**config.mk**
```make
export PLATFORM = sky130hd
export DESIGN_NAME = lcs_cell
export DESIGN_NICKNAME = d
export VERILOG_FILES = /design/src/lcs_pkg.sv /design/src/lcs_cell.sv /design/src/lcs_store_elem.sv /design/src/lcs_lut_ram.sv
export SDC_FILE = /design/constraint.sdc
export NUM_CORES = 1
export LEC_CHECK = 0
export BUFFER_PORTS_ARGS = -buffer_cell sky130_fd_sc_hd__buf_2
export CAP_MARGIN = 30
export CORE_MARGIN = 2
export CORE_UTILIZATION = 33
export DETAILED_ROUTE_END_ITERATION = 12
export PLACE_DENSITY = 0.62
export SYNTH_ARGS = -nofsm -noshare
export SYNTH_HDL_FRONTEND = slang
export SYNTH_HIERARCHICAL = 1
export SYNTH_SLANG_ARGS = --single-unit
```
**constraint.sdc**
```tcl
create_clock -name CORE_CLK -period 10.5 [get_ports CORE_CLK]
set_input_delay 1.575 -clock CORE_CLK [delete_from_list [all_inputs] [get_ports CORE_CLK]]
set_output_delay 1.575 -clock CORE_CLK [all_outputs]
set_load 0.03 [all_outputs]
```
**src/lcs_pkg.sv**
```systemverilog
// ==========================================================
// shared constants, field layout and helper functions
package lcs_pkg;

	// ==========================================================
	// register port geometry
	localparam int ADDR_W = 8;
	localparam int DATA_W = 32;

	// ==========================================================
	// register offsets (byte addresses)
	localparam logic [7:0] OFF_STORE  = 8'h00;
	localparam logic [7:0] OFF_MAP    = 8'h04;
	localparam logic [7:0] OFF_LUT_F  = 8'h08;
	localparam logic [7:0] OFF_LUT_G  = 8'h0C;
	localparam logic [7:0] OFF_LUT_H  = 8'h10;
	localparam logic [7:0] OFF_STATUS = 8'h14;

	// ==========================================================
	// storage configuration fields
	localparam int ST_INIT1   = 0;
	localparam int ST_INIT2   = 1;
	localparam int ST_SREN1   = 2;
	localparam int ST_SREN2   = 3;
	localparam int ST_DSEL1   = 4;
	localparam int ST_DSEL2   = 6;
	localparam int ST_BYP1    = 8;
	localparam int ST_BYP2    = 9;
	localparam int ST_BSRC1   = 10;
	localparam int ST_BSRC2   = 12;
	localparam int ST_WIDTH   = 14;

	// ==========================================================
	// control mapping and memory mode fields
	localparam int MP_EC      = 0;
	localparam int MP_SR      = 2;
	localparam int MP_DIN     = 4;
	localparam int MP_H1      = 6;
	localparam int MP_MEM     = 8;
	localparam int MP_ORG     = 9;
	localparam int MP_WMODE   = 11;
	localparam int MP_HSEL0   = 13;
	localparam int MP_HSEL2   = 14;
	localparam int MP_WIDTH   = 15;

	// ==========================================================
	// reset values
	localparam logic [ST_WIDTH-1:0] STORE_RST = 14'h000C;
	localparam logic [MP_WIDTH-1:0] MAP_RST   = 15'h00E4;
	localparam logic [15:0]         LUT_RST   = 16'h0000;
	localparam logic [7:0]          LUTH_RST  = 8'h00;

	// ==========================================================
	// enumerations
	typedef enum logic [1:0] {SRC_F = 2'h0, SRC_G = 2'h1, SRC_H = 2'h2, SRC_DIN = 2'h3} lcs_dsel_t;
	typedef enum logic [1:0] {ORG_16X2 = 2'h0, ORG_32X1 = 2'h1, ORG_16X1 = 2'h2} lcs_org_t;
	typedef enum logic [1:0] {WM_LEVEL = 2'h0, WM_EDGE = 2'h1, WM_DUAL = 2'h2} lcs_wmode_t;

	// ==========================================================
	// one of four by index
	function automatic logic pick4(input logic [3:0] v, input logic [1:0] s);
		pick4 = v[s];
	endfunction

	// one bit of a 16-entry table
	function automatic logic lut_rd(input logic [15:0] t, input logic [3:0] a);
		lut_rd = t[a];
	endfunction

endpackage

```
**src/lcs_cell.sv**
```systemverilog
// Added by the designer: the strobed register port and the address map.
`timescale 1ns/1ps
// ==========================================================
// Function
// - local preset/clear input is active high, no inversion inside the cell
// - each element has own preset-or-clear state and own local enable
// - global net forces elements to configured state at reset, reload, assertion
// - global net forces the same state as the local preset/clear
// - element data comes from first, second, third generator or direct input
// - each registered output muxes element output or a control input
// - any external control input may drive any internal control signal
// - logic mode: clock gate, preset/clear, direct input, third generator inputs
// - memory mode: clock gate, write enable, data zero, data one or address msb
// - first two tables are ram: level, edge single-port, edge dual-port
// - memory organises as 16x2, 32x1 or 16x1
// - 32x1 mode gives both tables one address, fifth bit picks table
// - elements work as registers while generators do unrelated logic
// - storage is a d flip-flop with clock enable and asynchronous preset or clear
// - one bit per element sets start state, global and local response
module lcs_cell
	import lcs_pkg::*;
(
	// clock, reset, global freeze
	input  wire logic              CORE_CLK,
	input  wire logic              RST,
	input  wire logic              CLK_EN,
	// register port
	input  wire logic [ADDR_W-1:0] REG_ADDR,
	input  wire logic [DATA_W-1:0] REG_WDATA,
	input  wire logic              REG_WR,
	input  wire logic              REG_RD,
	output logic      [DATA_W-1:0] REG_RDATA,
	// fabric inputs
	input  wire logic [3:0]        EXTERNAL_CONTROL_INPUTS,
	input  wire logic [3:0]        F_IN,
	input  wire logic [3:0]        G_IN,
	input  wire logic              GLOBAL_PRESET_CLEAR_NET,
	// fabric outputs
	output logic                   F_OUT,
	output logic                   G_OUT,
	output logic                   H_OUT,
	output logic                   REGISTERED_OUT_FIRST,
	output logic                   REGISTERED_OUT_SECOND
);

	// ==========================================================
	// configuration registers
	logic [ST_WIDTH-1:0] store_r;
	logic [MP_WIDTH-1:0] map_r;
	logic [7:0]          luth_r;
	logic                reload_r;
	logic [DATA_W-1:0]   rdata_r;
	logic [DATA_W-1:0]   rdata_nxt;

	// ==========================================================
	// decoded configuration
	logic                mem_en;
	lcs_org_t            org;
	lcs_wmode_t          wmode;
	lcs_dsel_t           dsel_first;
	lcs_dsel_t           dsel_second;

	// ==========================================================
	// internal control signals
	logic                cell_clock_gate;
	logic                ctl_one;
	logic                ctl_two;
	logic                ctl_three;
	logic                local_async_preset_clear;
	logic                third_gen_input_zero;
	logic                third_gen_input_one;
	logic                third_gen_input_two;
	logic                write_enable;
	logic                ram_data_zero;
	logic                ram_data_one_or_addr_msb;
	logic                direct_in;

	// ==========================================================
	// generator and storage nets
	logic                f_gen;
	logic                g_gen;
	logic                h_gen;
	logic [2:0]          h_addr;
	logic [15:0]         f_tab;
	logic [15:0]         g_tab;
	logic                d_first;
	logic                d_second;
	logic                q_first;
	logic                q_second;
	logic                wr_hit_store;
	logic                wr_hit_map;

	// ==========================================================
	// register writes
	assign wr_hit_store = REG_WR & (REG_ADDR == OFF_STORE);
	assign wr_hit_map   = REG_WR & (REG_ADDR == OFF_MAP);

	// storage and mapping setup
	always_ff @(posedge CORE_CLK) begin
		if (RST) begin
			store_r <= STORE_RST;
			map_r   <= MAP_RST;
		end else if (CLK_EN) begin
			if (wr_hit_store) begin
				store_r <= REG_WDATA[ST_WIDTH-1:0];
			end
			if (wr_hit_map) begin
				map_r <= REG_WDATA[MP_WIDTH-1:0];
			end
		end
	end

	// third generator table, not usable as ram
	always_ff @(posedge CORE_CLK) begin
		if (RST) begin
			luth_r <= LUTH_RST;
		end else if (CLK_EN && REG_WR && REG_ADDR == OFF_LUT_H) begin
			luth_r <= REG_WDATA[7:0];
		end
	end

	// a setup write counts as reconfiguration: elements restart from their state
	always_ff @(posedge CORE_CLK) begin
		if (RST) begin
			reload_r <= 1'b0;
		end else if (CLK_EN) begin
			reload_r <= wr_hit_store | wr_hit_map;
		end
	end

	// ==========================================================
	// register reads: data stand only in the cycle after the strobe
	always_comb begin
		rdata_nxt = '0;
		if (REG_RD) begin
			unique case (REG_ADDR)
				OFF_STORE:  rdata_nxt[ST_WIDTH-1:0] = store_r;
				OFF_MAP:    rdata_nxt[MP_WIDTH-1:0] = map_r;
				OFF_LUT_F:  rdata_nxt[15:0] = f_tab;
				OFF_LUT_G:  rdata_nxt[15:0] = g_tab;
				OFF_LUT_H:  rdata_nxt[7:0] = luth_r;
				OFF_STATUS: rdata_nxt[4:0] = {H_OUT, G_OUT, F_OUT, q_second, q_first};
				default:    rdata_nxt = '0; // unmapped reads as zero
			endcase
		end
	end

	// read data register
	always_ff @(posedge CORE_CLK) begin
		if (RST) begin
			rdata_r <= '0;
		end else if (CLK_EN) begin
			rdata_r <= rdata_nxt;
		end
	end

	assign REG_RDATA = rdata_r;

	// ==========================================================
	// configuration decode
	assign mem_en      = map_r[MP_MEM];
	assign org         = lcs_org_t'(map_r[MP_ORG +: 2]);
	assign wmode       = lcs_wmode_t'(map_r[MP_WMODE +: 2]);
	assign dsel_first  = lcs_dsel_t'(store_r[ST_DSEL1 +: 2]);
	assign dsel_second = lcs_dsel_t'(store_r[ST_DSEL2 +: 2]);

	// ==========================================================
	// control mapping: any external input onto any internal signal
	assign cell_clock_gate = pick4(EXTERNAL_CONTROL_INPUTS, map_r[MP_EC +: 2]);
	assign ctl_one         = pick4(EXTERNAL_CONTROL_INPUTS, map_r[MP_SR +: 2]);
	assign ctl_two         = pick4(EXTERNAL_CONTROL_INPUTS, map_r[MP_DIN +: 2]);
	assign ctl_three       = pick4(EXTERNAL_CONTROL_INPUTS, map_r[MP_H1 +: 2]);

	// logic-mode meaning; preset/clear is taken as is, active high
	assign local_async_preset_clear = ~mem_en & ctl_one;
	assign third_gen_input_zero     = ctl_one;
	assign direct_in                = ctl_two;
	assign third_gen_input_two      = ctl_two;
	assign third_gen_input_one      = ctl_three;

	// memory-mode meaning of the same three signals
	assign write_enable             = mem_en & ctl_one;
	assign ram_data_zero            = ctl_two;
	assign ram_data_one_or_addr_msb = ctl_three;

	// ==========================================================
	// first and second generators, optionally ram
	lcs_lut_ram u_lut (
		.clk       (CORE_CLK),
		.rst       (RST),
		.clk_en    (CLK_EN),
		.load_f    (REG_WR && REG_ADDR == OFF_LUT_F),
		.load_g    (REG_WR && REG_ADDR == OFF_LUT_G),
		.load_data (REG_WDATA[15:0]),
		.mem_en    (mem_en),
		.org       (org),
		.wmode     (wmode),
		.cell_ce   (cell_clock_gate),
		.we        (write_enable),
		.d0        (ram_data_zero),
		.d1        (ram_data_one_or_addr_msb),
		.f_addr    (F_IN),
		.g_addr    (G_IN),
		.f_out     (f_gen),
		.g_out     (g_gen),
		.f_tab     (f_tab),
		.g_tab     (g_tab)
	);

	// ==========================================================
	// third generator: generator outputs or the control inputs feed it
	assign h_addr[0] = map_r[MP_HSEL0] ? third_gen_input_zero : f_gen;
	assign h_addr[1] = map_r[MP_HSEL2] ? third_gen_input_two : g_gen;
	assign h_addr[2] = third_gen_input_one;

	// in 32x1 the fifth address bit picks which table answers
	always_comb begin
		if (mem_en && org == ORG_32X1) begin
			h_gen = ram_data_one_or_addr_msb ? g_gen : f_gen;
		end else begin
			h_gen = luth_r[h_addr];
		end
	end

	// generator results leave combinationally, as they do in the fabric
	assign F_OUT = f_gen;
	assign G_OUT = g_gen;
	assign H_OUT = h_gen;

	// ==========================================================
	// element data source selection
	always_comb begin
		unique case (dsel_first)
			SRC_F:   d_first = f_gen;
			SRC_G:   d_first = g_gen;
			SRC_H:   d_first = h_gen;
			SRC_DIN: d_first = direct_in;
		endcase
	end

	// second element selection, independent of the first
	always_comb begin
		unique case (dsel_second)
			SRC_F:   d_second = f_gen;
			SRC_G:   d_second = g_gen;
			SRC_H:   d_second = h_gen;
			SRC_DIN: d_second = direct_in;
		endcase
	end

	// ==========================================================
	// storage elements; they run beside any generator use
	lcs_store_elem u_first (
		.clk      (CORE_CLK),
		.rst      (RST),
		.clk_en   (CLK_EN),
		.ld_cfg   (reload_r),
		.init_set (store_r[ST_INIT1]),
		.sr_en    (store_r[ST_SREN1]),
		.cell_ce  (cell_clock_gate),
		.sr       (local_async_preset_clear),
		.global_preset_clear_net      (GLOBAL_PRESET_CLEAR_NET),
		.d        (d_first),
		.q        (q_first)
	);

	lcs_store_elem u_second (
		.clk      (CORE_CLK),
		.rst      (RST),
		.clk_en   (CLK_EN),
		.ld_cfg   (reload_r),
		.init_set (store_r[ST_INIT2]),
		.sr_en    (store_r[ST_SREN2]),
		.cell_ce  (cell_clock_gate),
		.sr       (local_async_preset_clear),
		.global_preset_clear_net      (GLOBAL_PRESET_CLEAR_NET),
		.d        (d_second),
		.q        (q_second)
	);

	// ==========================================================
	// output bypass: feed-through lets the router repower a control input
	assign REGISTERED_OUT_FIRST = store_r[ST_BYP1] ?
		pick4(EXTERNAL_CONTROL_INPUTS, store_r[ST_BSRC1 +: 2]) : q_first;
	assign REGISTERED_OUT_SECOND = store_r[ST_BYP2] ?
		pick4(EXTERNAL_CONTROL_INPUTS, store_r[ST_BSRC2 +: 2]) : q_second;

endmodule

```
**src/lcs_store_elem.sv**
```systemverilog
`timescale 1ns/1ps
// ==========================================================
// one storage element: d flip-flop, clock gate, preset/clear
module lcs_store_elem
	import lcs_pkg::*;
(
	// clock and reset
	input  wire logic clk,
	input  wire logic rst,
	input  wire logic clk_en,
	// configuration
	input  wire logic ld_cfg,
	input  wire logic init_set,
	input  wire logic sr_en,
	// cell controls
	input  wire logic cell_ce,
	input  wire logic sr,
	input  wire logic global_preset_clear_net,
	input  wire logic d,
	// state
	output logic      q
);
	logic q_r;
	logic force_now;

	// global net and enabled local input both force the configured state
	assign force_now = global_preset_clear_net | (sr & sr_en);

	// clock gate holds the value, forcing ignores the gate
	always_ff @(posedge clk) begin
		if (rst) begin
			q_r <= 1'b0;
		end else if (clk_en) begin
			if (ld_cfg | force_now) begin
				q_r <= init_set;
			end else if (cell_ce) begin
				q_r <= d;
			end
		end
	end

	// forced value shows at once, not only after the next edge
	assign q = force_now ? init_set : q_r;

endmodule

```
**src/lcs_lut_ram.sv**
```systemverilog
`timescale 1ns/1ps
// ==========================================================
// first and second function tables, usable as small ram
module lcs_lut_ram
	import lcs_pkg::*;
(
	// clock and reset
	input  wire logic        clk,
	input  wire logic        rst,
	input  wire logic        clk_en,
	// whole-table loads from the register port
	input  wire logic        load_f,
	input  wire logic        load_g,
	input  wire logic [15:0] load_data,
	// mode
	input  wire logic        mem_en,
	input  wire lcs_org_t    org,
	input  wire lcs_wmode_t  wmode,
	// memory controls
	input  wire logic        cell_ce,
	input  wire logic        we,
	input  wire logic        d0,
	input  wire logic        d1,
	input  wire logic [3:0]  f_addr,
	input  wire logic [3:0]  g_addr,
	// results
	output logic             f_out,
	output logic             g_out,
	output logic [15:0]      f_tab,
	output logic [15:0]      g_tab
);
	logic        do_wr;
	logic        wr_f;
	logic        wr_g;
	logic        dat_g;
	logic [3:0]  wa_g;
	logic [3:0]  ra_g;
	logic        level;

	// write decode per organisation
	always_comb begin
		level = (wmode == WM_LEVEL);
		do_wr = mem_en & we & (level | cell_ce);
		wa_g  = ((wmode == WM_DUAL) || (org == ORG_32X1)) ? f_addr : g_addr;
		ra_g  = (org == ORG_32X1) ? f_addr : g_addr;
		dat_g = ((org == ORG_16X2) && (wmode != WM_DUAL)) ? d1 : d0;
		wr_f  = do_wr & ((org != ORG_32X1) | ~d1);
		wr_g  = do_wr & ((wmode == WM_DUAL) | (org == ORG_16X2) | ((org == ORG_32X1) & d1));
	end

	// table storage: register loads win over cell writes
	always_ff @(posedge clk) begin
		if (rst) begin
			f_tab <= LUT_RST;
			g_tab <= LUT_RST;
		end else if (clk_en) begin
			if (load_f) begin
				f_tab <= load_data;
			end else if (wr_f) begin
				f_tab[f_addr] <= d0;
			end
			if (load_g) begin
				g_tab <= load_data;
			end else if (wr_g) begin
				g_tab[wa_g] <= dat_g;
			end
		end
	end

	// reads stay combinational; level mode is transparent while writing
	assign f_out = (level & wr_f) ? d0 : lut_rd(f_tab, f_addr);
	assign g_out = (level & wr_g && ra_g == wa_g) ? dat_g : lut_rd(g_tab, ra_g);

endmodule

```
==> Yosys cells after proc, flatten, opt, wreduce, memory -nomap -nowiden <==
Index checks and enable logic that the tools add are counted.
{ "word_totals": {"mem_bits_ro": 0, "out_inout_bits": 37, "ramBits": 0, "memories": 0, "word_cells": 139, "reg_bits": 104, "latch_bits": 0, "input_bits": 58} }
{ "op_classes": {"div": 0, "mul": 0, "n_eq_ne": 16, "bitwise": 24, "addsub": 0, "n_reduce_logical": 25, "order_cmp": 12, "muxes": 53, "n_shift": 0} }
{ "op_table": {"columns": ["op", "count"], "rows": [
  ["16-bit two-way mux", 5],
  ["16-bit bitwise mux", 2],
  ["5-bit one-hot mux with 6 select lines", 1],
  ["1-bit two-way mux", 26],
  ["6-bit one-hot mux with 4 select lines", 1],
  ["2-bit by 3-bit less-than comparator with 1-bit output, second input constant", 6],
  ["8-bit by 4-bit == test with 1-bit output, second input constant", 2],
  ["8-bit by 5-bit == test with 1-bit output, second input constant", 2],
  ["4-bit by 5-bit less-than comparator with 1-bit output, second input constant", 3],
  ["3-bit one-hot mux with 5 select lines", 1],
  ["1-bit bitwise AND", 13],
  ["1-bit binary-select mux with 2-bit select", 6],
  ["2-bit AND reduction", 6],
  ["2-bit == test, second input constant", 5],
  ["1-bit logical AND", 9],
  ["1-bit bitwise OR", 9],
  ["1-bit binary-select mux with 4-bit select", 2],
  ["1-bit demux with 4-bit select", 2],
  ["8-bit by 3-bit == test with 1-bit output, second input constant", 1],
  ["4-bit by 1-bit >= comparator with 1-bit output, second input constant", 2],
  ["2-bit zero test", 4],
  ["8-bit zero test", 1],
  ["4-bit two-way mux", 2],
  ["1-bit one-hot mux with 4 select lines", 2],
  ["11 further kinds", 17]
]} }

==> Depth between registers and ports, before layout <==
Gate-level depths: netlist of the first run.
{ "depth": {"word_depth": 16, "depth_mapped": 15, "depth_no_buf": 14} }

==> Hierarchy <==
Netlist of the first run, hierarchy kept.
{ "by_module_without_submodules": {"columns": ["mod", "n_inst", "area_each_um2", "seq_area_each_um2", "cells_each"], "rows": [
  ["lcs_cell", 1, 2956.6, 1081.0, 295],
  ["lcs_lut_ram", 1, 2356.0, 640.6, 278],
  ["lcs_store_elem", 2, 96.3, 20.0, 10]
]} }

==> Worst setup path before layout of the first run <==
Ideal clock, no wire load.
{ "synth_path": {"path_type": "in2out", "startpoint": "in EXTERNAL_CONTROL_INPUTS[3]", "endpoint": "out H_OUT", "path_buffers": 1, "arrival_ns": 4.662, "path_slack_ns": 4.263, "required_ns": 8.925, "stages": 11, "cell_sequence": "mux4_2 -> and2_1 -> and2_1 -> clkbuf_1 -> nand4_1 -> inv_1 -> or4_1 -> o21ai_1 -> mux2i_1 -> mux2i_1 -> mux2i_1"} }
{ "synth_between": {"elab_chain_len": 13, "elab_cells_between_ends": 30, "cone_classes": "mux: 17; bitwise: 12; reduce/logical: 1"} }
{ "synth_rtl": {"columns": ["element", "line", "rtl"], "rows": [
  ["start: declaration", "lcs_cell.sv:34", "input wire logic [3:0] EXTERNAL_CONTROL_INPUTS,"],
  ["1-bit binary-select mux with 2-bit select (*)", "lcs_pkg.sv:62", "pick4 = v[s];"],
  ["1-bit two-way mux (not written as such) (*)", "lcs_pkg.sv:62", null],
  ["1-bit bitwise AND (*)", "lcs_cell.sv:182", "assign write_enable = mem_en & ctl_one;"],
  ["net write_enable", "lcs_cell.sv:73", "logic write_enable;"],
  ["1-bit bitwise AND (*) (2 in series)", "lcs_lut_ram.sv:43", "do_wr = mem_en & we & (level | cell_ce);"],
  ["1-bit bitwise AND (*)", "lcs_lut_ram.sv:48", "wr_g = do_wr & ((wmode == WM_DUAL) | (org == ORG_16X2) | ((org == ORG_32X1) & d1));"],
  ["1-bit bitwise AND (*)", "lcs_lut_ram.sv:72", "assign g_out = (level & wr_g && ra_g == wa_g) ? dat_g : lut_rd(g_tab, ra_g);"],
  ["1-bit logical AND (*)", "lcs_lut_ram.sv:72", null],
  ["1-bit two-way mux (*)", "lcs_lut_ram.sv:72", null],
  ["net G_OUT", "lcs_cell.sv:40", "output logic G_OUT,"],
  ["1-bit two-way mux", "lcs_cell.sv:213", "assign h_addr[1] = map_r[MP_HSEL2] ? third_gen_input_two : g_gen;"],
  ["1-bit binary-select mux with 3-bit select", "lcs_cell.sv:221", "h_gen = luth_r[h_addr];"],
  ["1-bit two-way mux (not written as such)", "lcs_cell.sv:221", null],
  ["1-bit two-way mux (*)", "lcs_cell.sv:218", "if (mem_en && org == ORG_32X1) begin"],
  ["end: declaration", "lcs_cell.sv:41", "output logic H_OUT,"]
]} }
Mark *: on every way through the listed nets, which the timed path passes. The rest lies on a longest branch. The select of a mux whose other input is x is not followed.

==> Worst setup path after layout of the first run <==
{ "layout_path": {"startpoint": "in EXTERNAL_CONTROL_INPUTS[3]", "endpoint": "out H_OUT"} }
{ "layout_between": {"elab_chain_len": 13, "elab_cells_between_ends": 30, "cone_classes": "mux: 17; bitwise: 12; reduce/logical: 1"} }
{ "layout_rtl": {"columns": ["element", "line"], "rows": [
  ["1-bit binary-select mux with 2-bit select (*)", "lcs_pkg.sv:62"],
  ["1-bit two-way mux (not written as such) (*)", "lcs_pkg.sv:62"],
  ["1-bit bitwise AND (*)", "lcs_cell.sv:182"],
  ["net write_enable", "lcs_cell.sv:73"],
  ["1-bit bitwise AND (*) (2 in series)", "lcs_lut_ram.sv:43"],
  ["1-bit bitwise AND", "lcs_lut_ram.sv:48"],
  ["1-bit bitwise AND", "lcs_lut_ram.sv:72"],
  ["1-bit logical AND", "lcs_lut_ram.sv:72"],
  ["1-bit two-way mux", "lcs_lut_ram.sv:72"],
  ["1-bit two-way mux", "lcs_cell.sv:213"],
  ["1-bit binary-select mux with 3-bit select", "lcs_cell.sv:221"],
  ["1-bit two-way mux (not written as such)", "lcs_cell.sv:221"],
  ["1-bit two-way mux (*)", "lcs_cell.sv:218"]
]} }
Marked as above.

==> metrics list, run 1 <==
- Via-per-instance ratio: 5.80
* Ordered list of cells on the worst path: buf_2, mux4_2, and2_1, and2_1, nand4_1, inv_1, or4_1, o21ai_1, mux2i_1, mux2i_1, mux2i_1, buf_2
- Design internal power: 545 uW
* Fraction of power consumed by the clock network: 0.430
- The tree built by TritonCTS fans out to 88 sinks.
- Row Count: 47
- After clock tree synthesis, the setup repair step added 0 buffers.
- Global-route usage over all layers: 0.195
- On the critical path, the stage with the largest delay is an instance of sky130_fd_sc_hd__or4_1.
* RSZ-0062 raised after global routing: no
- Die Wd: 133 um
- The worst setup path is of the in2out kind.
* Skew-Pair Late Insertion Delay: 0.35 ns
- The worst setup path is launched from an input port.
- Pin placement for this block handled 95 I/O pins.
- Final count of hold timing violations: 0
* Power density over the cells: 120 nW/um^2
- For the worst setup path, the data required time is 8.93 ns.
* Number of buffers and inverters on the critical path: 3
- Total standard cell area after synthesis: 5510 sq um
- Nets@finish: 693
- The path class of the tightest hold or removal check is reg2reg.
- On the final layout, the worst clock skew is 0.00958 ns.
- Effective utilization at floorplan: 0.334
- Across the run, the number of max-cap violations was 0.
- Antenna violations before repair: 0
- Max Root-Sink Buffers: 2
- In the final routed layout, each cell accounts on average for 20.2 um.
- Wirelength, routed: 17,400 um
- Kind of end point of the critical path: output port
* Final RePlAce weighted congestion: 0.946
- Maximum fanout along the worst path: 7
- Cell count after synthesis: 593
- Across all layers, the routed design uses 4,979 vias.
- Total overflow reported by the global router: 0
* CP Data Arrival Time: 4.73 ns
* Clock tree from TritonCTS: yes
- First-pass iteration count of the detailed router: 5
- Subtracting the final worst setup slack from the clock period gives 6.31 ns.
- Master cell of the clock root buffer: sky130_fd_sc_hd__clkbuf_16
* Total clock buffers created by CTS: 9
* Outcome: completed
- In this run, synthesis produced a sequential element count of 88.
- For this run, asynchronously set or reset flops after synthesis account for 0.
- Warnings, synthesis: 6
- Each instance of the synthesized netlist takes up on average 9.28 sq um.
- Family of cells with the greatest summed delay on the critical path: multiplexers
* Worst relative slew slack: 0.465
- After clock tree synthesis, the clock-pin slew on the worst setup and hold paths is 0.06 ns.
- The die covers 17,700 sq um.
- Detail Placement HPWL: 12,600 um
- Count of antenna diodes in the layout: 0
* Number of different library cells in the post-synthesis netlist: 63
- At the pin with the least slew margin, the transition time is 0.802 ns.
- Remaining antenna violation count: 0
* Pins Over Slew Limit: 0
* Post-cts hold buffer count: 0
* Library cell appearing most often on the critical path: sky130_fd_sc_hd__mux2i_1
* Number of synthesized flops with an enable pin: 0
* Growth of design area from synthesis to finish: 12.6%
* Floorplan Core Area: 16,500 sq um
- Largest vdd supply drop: 88.5 uV
- Fraction of power spent switching nets: 0.268
* Final cell utilization of the core: 0.377
- Entering global routing, the biggest net connects 73 pins.
- In this run, the number of DRC markers left after iteration 0 of detailed routing was 457.
* Ratio of cells with drive above 1 in the final layout: 0.221
* Net switching power figure: 200 uW
- Vert. Die Dim: 133 um
- Derived from the worst setup path, the maximum achievable clock frequency is 0.159 GHz.
* CTS H-tree lvls: 3
- Global-route wire length before repair: 26,800 um
* Period utilisation layout: 0.600
* Leakage: 0.00256 uW
- Relative contribution of sequential cells to total power: 0.454
- Buffers placed on the I/O ports in this run total 62.
* Sequential fraction of the synthesis area: 0.320
* Worst path max stage delay: 0.51 ns
- After detailed routing, the number of remaining DRC violations is 0.
- Flip-flop cell with the highest count after synthesis: sky130_fd_sc_hd__dfxtp_1
* Final count of negative-setup-slack endpoints: 0
* Setup TNS Final: 0 ns
- Via count of the first global-routing pass: 4,511
* Fraction of power consumed by combinational cells: 0.116
- The number of gates resized after CTS was 0.
## power by group through the flow
stage / clock, uW / combinational [uW] / sequential, uW
after floorplan: 0 / 59.6 / 345
after global placement: 0 / 84.8 / 346
after detailed placement: 0 / 85.1 / 346
after CTS: 327 / 85.4 / 338
after global routing: 342 / 91.8 / 338
final: 320 / 86.1 / 338
## flip-flops by register name, indices dropped and copies added, names as in the netlist
register and cells:
u_lut/f_tab 16, luth_r 8, u_second/q_r 1, store_r 14, u_first/q_r 1, reload_r 1
REG_RDATA 16, u_lut/g_tab 16, map_r 15
## worst paths after layout
path                            depth (start not counted)      endpoint  slack (ns)                        from
worst max-delay path                                   12         H_OUT        4.19  EXTERNAL_CONTROL_INPUTS[3]
worst min-delay path                                    2  REG_RDATA[0]        0.45                REG_RDATA[0]
worst max register to register                         13  u_second/q_r        6.55                    map_r[2]
worst min register to register                          2  REG_RDATA[0]        0.45                REG_RDATA[0]
## cell usage in the layout, fill, tap and decap left out, types with 4 or more instances in the layout
cell type and instances:
sky130_fd_sc_hd__buf_4 7, sky130_fd_sc_hd__a221o_1 17, sky130_fd_sc_hd__a22o_1 6, sky130_fd_sc_hd__mux4_2 19, sky130_fd_sc_hd__clkbuf_16 9, sky130_fd_sc_hd__conb_1 16
sky130_fd_sc_hd__dfxtp_1 88, sky130_fd_sc_hd__nor2b_1 10, sky130_fd_sc_hd__a211oi_2 4, sky130_fd_sc_hd__a211oi_1 15, sky130_fd_sc_hd__nor2_1 76, sky130_fd_sc_hd__mux2i_1 51
sky130_fd_sc_hd__o22ai_1 6, sky130_fd_sc_hd__buf_2 62, sky130_fd_sc_hd__a21oi_1 13, sky130_fd_sc_hd__o21ai_1 14, sky130_fd_sc_hd__mux2_2 18, sky130_fd_sc_hd__a22oi_1 15
sky130_fd_sc_hd__a211o_1 6, sky130_fd_sc_hd__inv_1 23, sky130_fd_sc_hd__a32o_1 15, sky130_fd_sc_hd__nand4_1 6, sky130_fd_sc_hd__o21ai_0 4, sky130_fd_sc_hd__a221oi_1 12
sky130_fd_sc_hd__nand2_1 36, sky130_fd_sc_hd__and2_1 4, sky130_fd_sc_hd__o21bai_1 5, sky130_fd_sc_hd__and3_1 5, sky130_fd_sc_hd__nand2b_1 11, sky130_fd_sc_hd__nor3_1 13
## synth_stat cells (all sizes together), types with 2 or more instances
cell type,count,share of area
or4,2,0.0034
a211o,6,0.0095
nand2b,11,0.013
nand4b,2,0.0032
nand3,3,0.0059
nand2,37,0.028
or3,2,0.0032
nor2b,11,0.013
and3,5,0.0057
mux4,19,0.078
a21oi,15,0.015
a211oi,19,0.030
inv,23,0.016
o311a,2,0.0036
mux2i,55,0.10
mux2,22,0.046
nor3,14,0.015
dfxtp,88,0.32
a221o,17,0.031
a2bb2oi,2,0.0032
buf,30,0.037
and2,4,0.0045
o2bb2ai,2,0.0032
nand4,6,0.0068
a41o,2,0.0036
a32o,15,0.027
a22oi,15,0.020
clkbuf,23,0.016
a22o,6,0.0095
a311oi,3,0.0048
o22ai,6,0.0068
o21bai,5,0.0068
nor2,77,0.053
a221oi,12,0.019
o21ai,18,0.016
a31oi,2,0.0023
a222oi,3,0.0055
## logic make-up (layout without fill, tap and decap cells)
| kind of cell | count (synthesis) | in the layout | share of synthesized area |
|---|---|---|---|
| other | 1 | 16 | 0.000681 |
| buffers and inverters | 76 | 107 | 0.0682 |
| AND/OR/NAND/NOR | 178 | 178 | 0.159 |
| flip-flops | 88 | 88 | 0.320 |
| multiplexers | 96 | 96 | 0.228 |
| AO/OA/AOI/OAI | 154 | 154 | 0.224 |
## tightest hold or removal path, cell delays in order, from the launching register on
cell and delay (ns):
sky130_fd_sc_hd__dfxtp_1 0.32, sky130_fd_sc_hd__nand2_1 0.04, sky130_fd_sc_hd__o21ai_0 0.05
## cell type report
cell class	instances	area (sq um)
clock buffers	10	229
clock inverters	5	58.8
fillers	1686	10300
inverters	23	86.3
multi-input cells	444	3430
flip-flops and latches	88	1760
well taps	220	275
repair buffers	69	363
## per-stage QoR
stage	total power, uW	cells	cell area, sq um	worst slack (ns)	hold slack, ns
floorplan	404	608	5560	4.26	0.441
global placement	430	843	5910	4.29	0.433
detailed placement	431	844	5910	4.28	0.441
CTS	751	859	6200	4.26	0.455
global route	772	859	6200	3.98	0.469
finish	745	859	6200	4.19	0.452
## metal layers
layer,track usage,vias to the layer above,share of wire
met5,0,-,0
met4,0.0579,0,0.022
met3,0.0445,27,0.089
met2,0.309,244,0.46
met1,0.267,2397,0.43
li1,-,2311,-
Power figures use the tool's default switching activity.
==> run 2: changes to the inputs <==
--- a/config.mk
+++ b/config.mk
@@ -5,12 +5,13 @@
 export SDC_FILE = /design/constraint.sdc
 export NUM_CORES = 1
 export LEC_CHECK = 0
+export ABC_AREA = 1
 export BUFFER_PORTS_ARGS = -buffer_cell sky130_fd_sc_hd__buf_2
 export CAP_MARGIN = 30
 export CORE_MARGIN = 2
 export CORE_UTILIZATION = 33
 export DETAILED_ROUTE_END_ITERATION = 12
-export PLACE_DENSITY = 0.62
+export PLACE_DENSITY = 0.63
 export SYNTH_ARGS = -nofsm -noshare
 export SYNTH_HDL_FRONTEND = slang
 export SYNTH_HIERARCHICAL = 1
==> constraint.sdc (replaced) <==
create_clock -name CORE_CLK -period 5.3 [get_ports CORE_CLK]
set_input_delay 0.795 -clock CORE_CLK [delete_from_list [all_inputs] [get_ports CORE_CLK]]
set_output_delay 0.795 -clock CORE_CLK [all_outputs]
set_load 0.03 [all_outputs]
==> run 2 against run 1 <==
Compared with the run above:
- via count grew 30%
- sequential cell count did not move
- global-route usage grew 2.7 points
- utilization up 0.16 points
- combinational power up 100%
- synthesized cell count increased by 58%
==> metrics list, run 2 <==
* Outcome: completed
- Met3 routing resource usage after global routing: 0.0496 (+0.00511)
* Levels on crit path: 17 (+5)
- The maximum vdd drop came to 148 uV (+67%).
- RSZ-0062 raised after global routing: no
- The effective utilization at floorplan came to 0.338 (+0.00376).
- The port buffer count came to 62 (unchanged).
- Final cell utilization of the core: 0.378 (+0.00159)
- The path class of the tightest hold or removal check is reg2reg.
- The number of buffers and inverters on the critical path was 3 (unchanged).
* Antenna violations before repair: 0 (unchanged)
- Growth of design area from synthesis to finish: 11.9%
- The max-slew violation count was 0 (unchanged).
* Global-route wire length before repair: 31,400 um (+17%)
* Clock transition at the register clock pins on the worst setup and hold paths after CTS: 0.06 ns (about the same)
* Family of cells with the greatest summed delay on the critical path: simple AND/OR/NAND/NOR gates
- Yosys instantiated no cell more often than sky130_fd_sc_hd__nand2_1.
* Most frequent cells after synthesis: sky130_fd_sc_hd__nand2_1, sky130_fd_sc_hd__nand3_1, sky130_fd_sc_hd__inv_1
- Commonest non-fill, non-tap cells in the layout: sky130_fd_sc_hd__nand2_1, sky130_fd_sc_hd__nand3_1, sky130_fd_sc_hd__inv_1, sky130_fd_sc_hd__a21oi_1, sky130_fd_sc_hd__dfxtp_1
- Final count of negative-setup-slack endpoints: 0 (unchanged)
- Vert. Die Dim: 137 um (+3.0%)
- Cell type with the largest total area after synthesis: sky130_fd_sc_hd__dfxtp_1
- Detail Placement HPWL: 15,300 um (+21%)
* Ratio of cells with drive above 1 in the final layout: 0.133 (-0.0875)
* Remaining antenna violation count: 0 (unchanged)
- Average wire per cell in the routed design: 17.1 um (-16%)
- Global-route track usage on met2: 0.341 (+0.0314)
- The number of setup buffers added after CTS is 0 (unchanged).
* Number of I/O pins: 95 (unchanged)
* Flop2flop setup slack: 1.75 ns (-4.80 ns)
* Critical Path Start Type: input port
- Fin area: 6540 sq um (+5.5%)
* Area after detailed placement: 6220 sq um (+5.2%)
- Slowest cell on the critical path: sky130_fd_sc_hd__o21ai_0
* Kind of critical path: in2out
- Clock tree from TritonCTS: yes
- The total number of vias is 6,475 (+30%).
- Setup WS pre-CTS: 1.07 ns (-3.21 ns)
- The hold buffer count at cts was 0 (unchanged).
* Skew final: 0.00718 ns (-0.00241 ns)
* Timing startpoint of the critical path: EXTERNAL_CONTROL_INPUTS[1]
* Nets@finish: 1,037 (+50%)
- The number of flops mapped to enable cells by yosys came to 0 (unchanged).
- The maximum number of pins on one net before global-route repair is 33 (-55%).
- Maximum fanout along the worst path: 5 (-2)
* First-pass iteration count of the detailed router: 5 (unchanged)
- Total clock buffers created by CTS: 9 (unchanged)
- The detail-routed via count per cell was 5.36 (-7.6%).
- The worst register-to-register path begins at map_r[0].
- Final count of hold timing violations: 0 (unchanged)
- Worst Hold End: REG_RDATA[13]
- Leakage: 0.00286 uW (+12%)
* Flip-flop and latch count after synthesis: 88 (unchanged)
- Max Root-Sink Buffers: 2 (unchanged)
- The startpoint identified for the worst hold timing path is REG_RDATA[13].
* Worst relative slew slack: 0.308 (-0.157)
* Flip-flop cell with the highest count after synthesis: sky130_fd_sc_hd__dfxtp_1
* Number of different library cells in the post-synthesis netlist: 42 (-33%)
- Sequential fraction of the synthesis area: 0.301 (-0.0188)
* Row Count: 48 (+2.1%)
* Total overflow reported by the global router: 0 (unchanged)
- CP Data Arrival Time: 3.55 ns (-1.18 ns)
- CTS-repair resized insts: 0 (unchanged)
* Kind of end point of the critical path: output port
* Cell count after synthesis: 939 (+58%)
- Dividing the final minimum period by the clock period gives 0.821.
- The slew of the pin with the lowest slew margin is 1.04 ns (+0.235 ns).
* CTS H-tree lvls: 3 (unchanged)
- Total standard cell area after synthesis: 5850 sq um (+6.2%)
* Cells after DPL: 1,193 (+41%)
* Library cell appearing most often on the critical path: sky130_fd_sc_hd__nand3_1
- Skew-Pair Late Insertion Delay: 0.35 ns (about the same)
* Tmin final: 4.35 ns
- Setup TNS Final: 0 ns (unchanged)
- Via count of the first global-routing pass: 5,642 (+25%)
- FILL cells: 1,939 (+15%)
* Worst setup margin: 0.951 ns (-3.24 ns)
* Top Usage Layer GRT: met2
- The die width came to 137 um (+3.0%).
- GR Util met1: 0.311 (+0.0445)
- The antenna diode count is 0 (unchanged).
- The worst stage delay on the critical path is 0.42 ns (-0.09 ns).
- The max-capacitance violation count came to 0 (unchanged).
- CP required: 4.51 ns (-4.42 ns)
- The cell depth of the worst hold path is 2 (unchanged).
- The routed wire length came to 20,700 um (+19%).
* Mean instance size in the synthesized netlist: 6.23 sq um (-33%)
- Power density over the cells: 237 nW/um^2 (+97%)
* Master cell of the clock root buffer: sky130_fd_sc_hd__clkbuf_16
* Top post-synthesis cells by area: sky130_fd_sc_hd__dfxtp_1, sky130_fd_sc_hd__nand2_1, sky130_fd_sc_hd__nand3_1
- Achievable Freq: 0.230 GHz
* Reg2reg end: u_second/q_r
- TritonCTS sink count: 88 (unchanged)
- Post-route DRC: 0 (unchanged)
- Share of synthesized registers carrying an async set or reset: 0 (unchanged)
* Most common cell after layout, fill and taps aside: sky130_fd_sc_hd__nand2_1
- The final weighted congestion in routability-driven placement came to 0.953 (+0.75%).
- Die footprint: 18,800 sq um (+6.0%)
* Count of cells along the worst register-to-register path: 22 (+9)
- Warnings, synthesis: 6 (unchanged)
* Cell Count, Final, Fillers Out: 1,209 (+41%)
- The top-area cell type share of the netlist area is 0.301 (-0.0188).
- Ordered list of cells on the worst path: buf_2, o21ai_0, o21ai_0, nor2_1, nor2_2, nand3_1, nand2_1, nor3_1, nor2_1, inv_1, nand2_1, nand3_1, nand3_1, nand3_1, nand3_1, nand2_1, buf_2
* Global-route usage over all layers: 0.222 (+0.0272)
- Floorplan Core Area: 17,300 sq um (+5.0%)
- The DRC violation total after the first TritonRoute iteration is 558 (+22%).
-- run 2: cell types whose count changed in the layout (fill, tap and decap cells not counted), moves of 14 or more --
cell                       change
sky130_fd_sc_hd__nand3b_1     +17
sky130_fd_sc_hd__nand2_1     +215
sky130_fd_sc_hd__a32o_1       -15
sky130_fd_sc_hd__nand3_1     +103
sky130_fd_sc_hd__mux2_2       -18
sky130_fd_sc_hd__inv_1        +74
sky130_fd_sc_hd__nor2_1       -31
sky130_fd_sc_hd__a221o_1      -17
sky130_fd_sc_hd__mux4_2       -19
sky130_fd_sc_hd__a21oi_1      +79
sky130_fd_sc_hd__a211oi_1     -14
sky130_fd_sc_hd__mux2i_1      -51
sky130_fd_sc_hd__o21ai_0      +70
-- run 2: worst max-delay path by stage --
stage / slack, ns / endpoint
detailed placement: 1.07 / H_OUT
global route: 0.72 / H_OUT
floorplan: 1.61 / H_OUT
global placement: 1.08 / H_OUT
finish: 0.95 / H_OUT
CTS: 1.06 / H_OUT
-- run 2: metrics by stage --
stage / hold slack (ns) / total power [uW]
after CTS: 0.464 / 1560
after floorplan: 0.437 / 792
after detailed placement: 0.454 / 850
final: 0.463 / 1550
after global routing: 0.481 / 1610
after global placement: 0.453 / 848
-- run 2: power breakdown --
| part | total [uW] | switching [uW] | internal (uW) |
|---|---|---|---|
| Combinational | 176 | 133 | 42.9 |
| Clock | 710 | 281 | 428 |
| Sequential | 663 | 0.576 | 662 |
-- run 2: worst register-to-register path, stage by stage (launching register included) --
cell                       delay, ns
sky130_fd_sc_hd__dfxtp_1        0.31
sky130_fd_sc_hd__inv_1          0.14
sky130_fd_sc_hd__o21ai_0        0.09
sky130_fd_sc_hd__o21ai_0        0.42
sky130_fd_sc_hd__nor2_1         0.12
sky130_fd_sc_hd__nor2_2         0.18
sky130_fd_sc_hd__nand3_1        0.18
sky130_fd_sc_hd__nand2_1        0.11
sky130_fd_sc_hd__nor3_1         0.07
sky130_fd_sc_hd__nor2_1         0.37
sky130_fd_sc_hd__inv_1          0.18
sky130_fd_sc_hd__nand2_1        0.19
sky130_fd_sc_hd__nand3_1        0.10
sky130_fd_sc_hd__nand3_1        0.09
sky130_fd_sc_hd__nand3_1        0.08
sky130_fd_sc_hd__nand3_1        0.08
sky130_fd_sc_hd__nand2_1        0.14
sky130_fd_sc_hd__o21ai_0        0.18
sky130_fd_sc_hd__o211ai_1       0.13
sky130_fd_sc_hd__nand4_1        0.11
sky130_fd_sc_hd__nand2_1        0.06
sky130_fd_sc_hd__nor2_1         0.08
sky130_fd_sc_hd__nor2_1         0.05
-- run 2: logic make-up (layout without fill, tap and decap cells) --
logic type,after synthesis,in the layout,synth area share
other,1,16,0.000641
buffers and inverters,162,192,0.125
AND/OR/NAND/NOR,460,460,0.355
AO/OA/AOI/OAI,228,228,0.218
flip-flops,88,88,0.301
-- run 2: final cells by class --
type	count	area [sq um]	share of cell area
repair buffers	66	348	0.0532
well taps	225	282	0.0430
inverters	110	413	0.0631
flip-flops and latches	88	1760	0.269
clock buffers	12	246	0.0377
multi-input cells	704	3410	0.522
clock inverters	4	76.3	0.0117
-- run 2: layer usage --
metal / vias up / routed length (um)
li1: 3167 / -
met1: 3001 / 9280
met2: 278 / 9170
met3: 29 / 1760
met4: 0 / 447
met5: - / 0
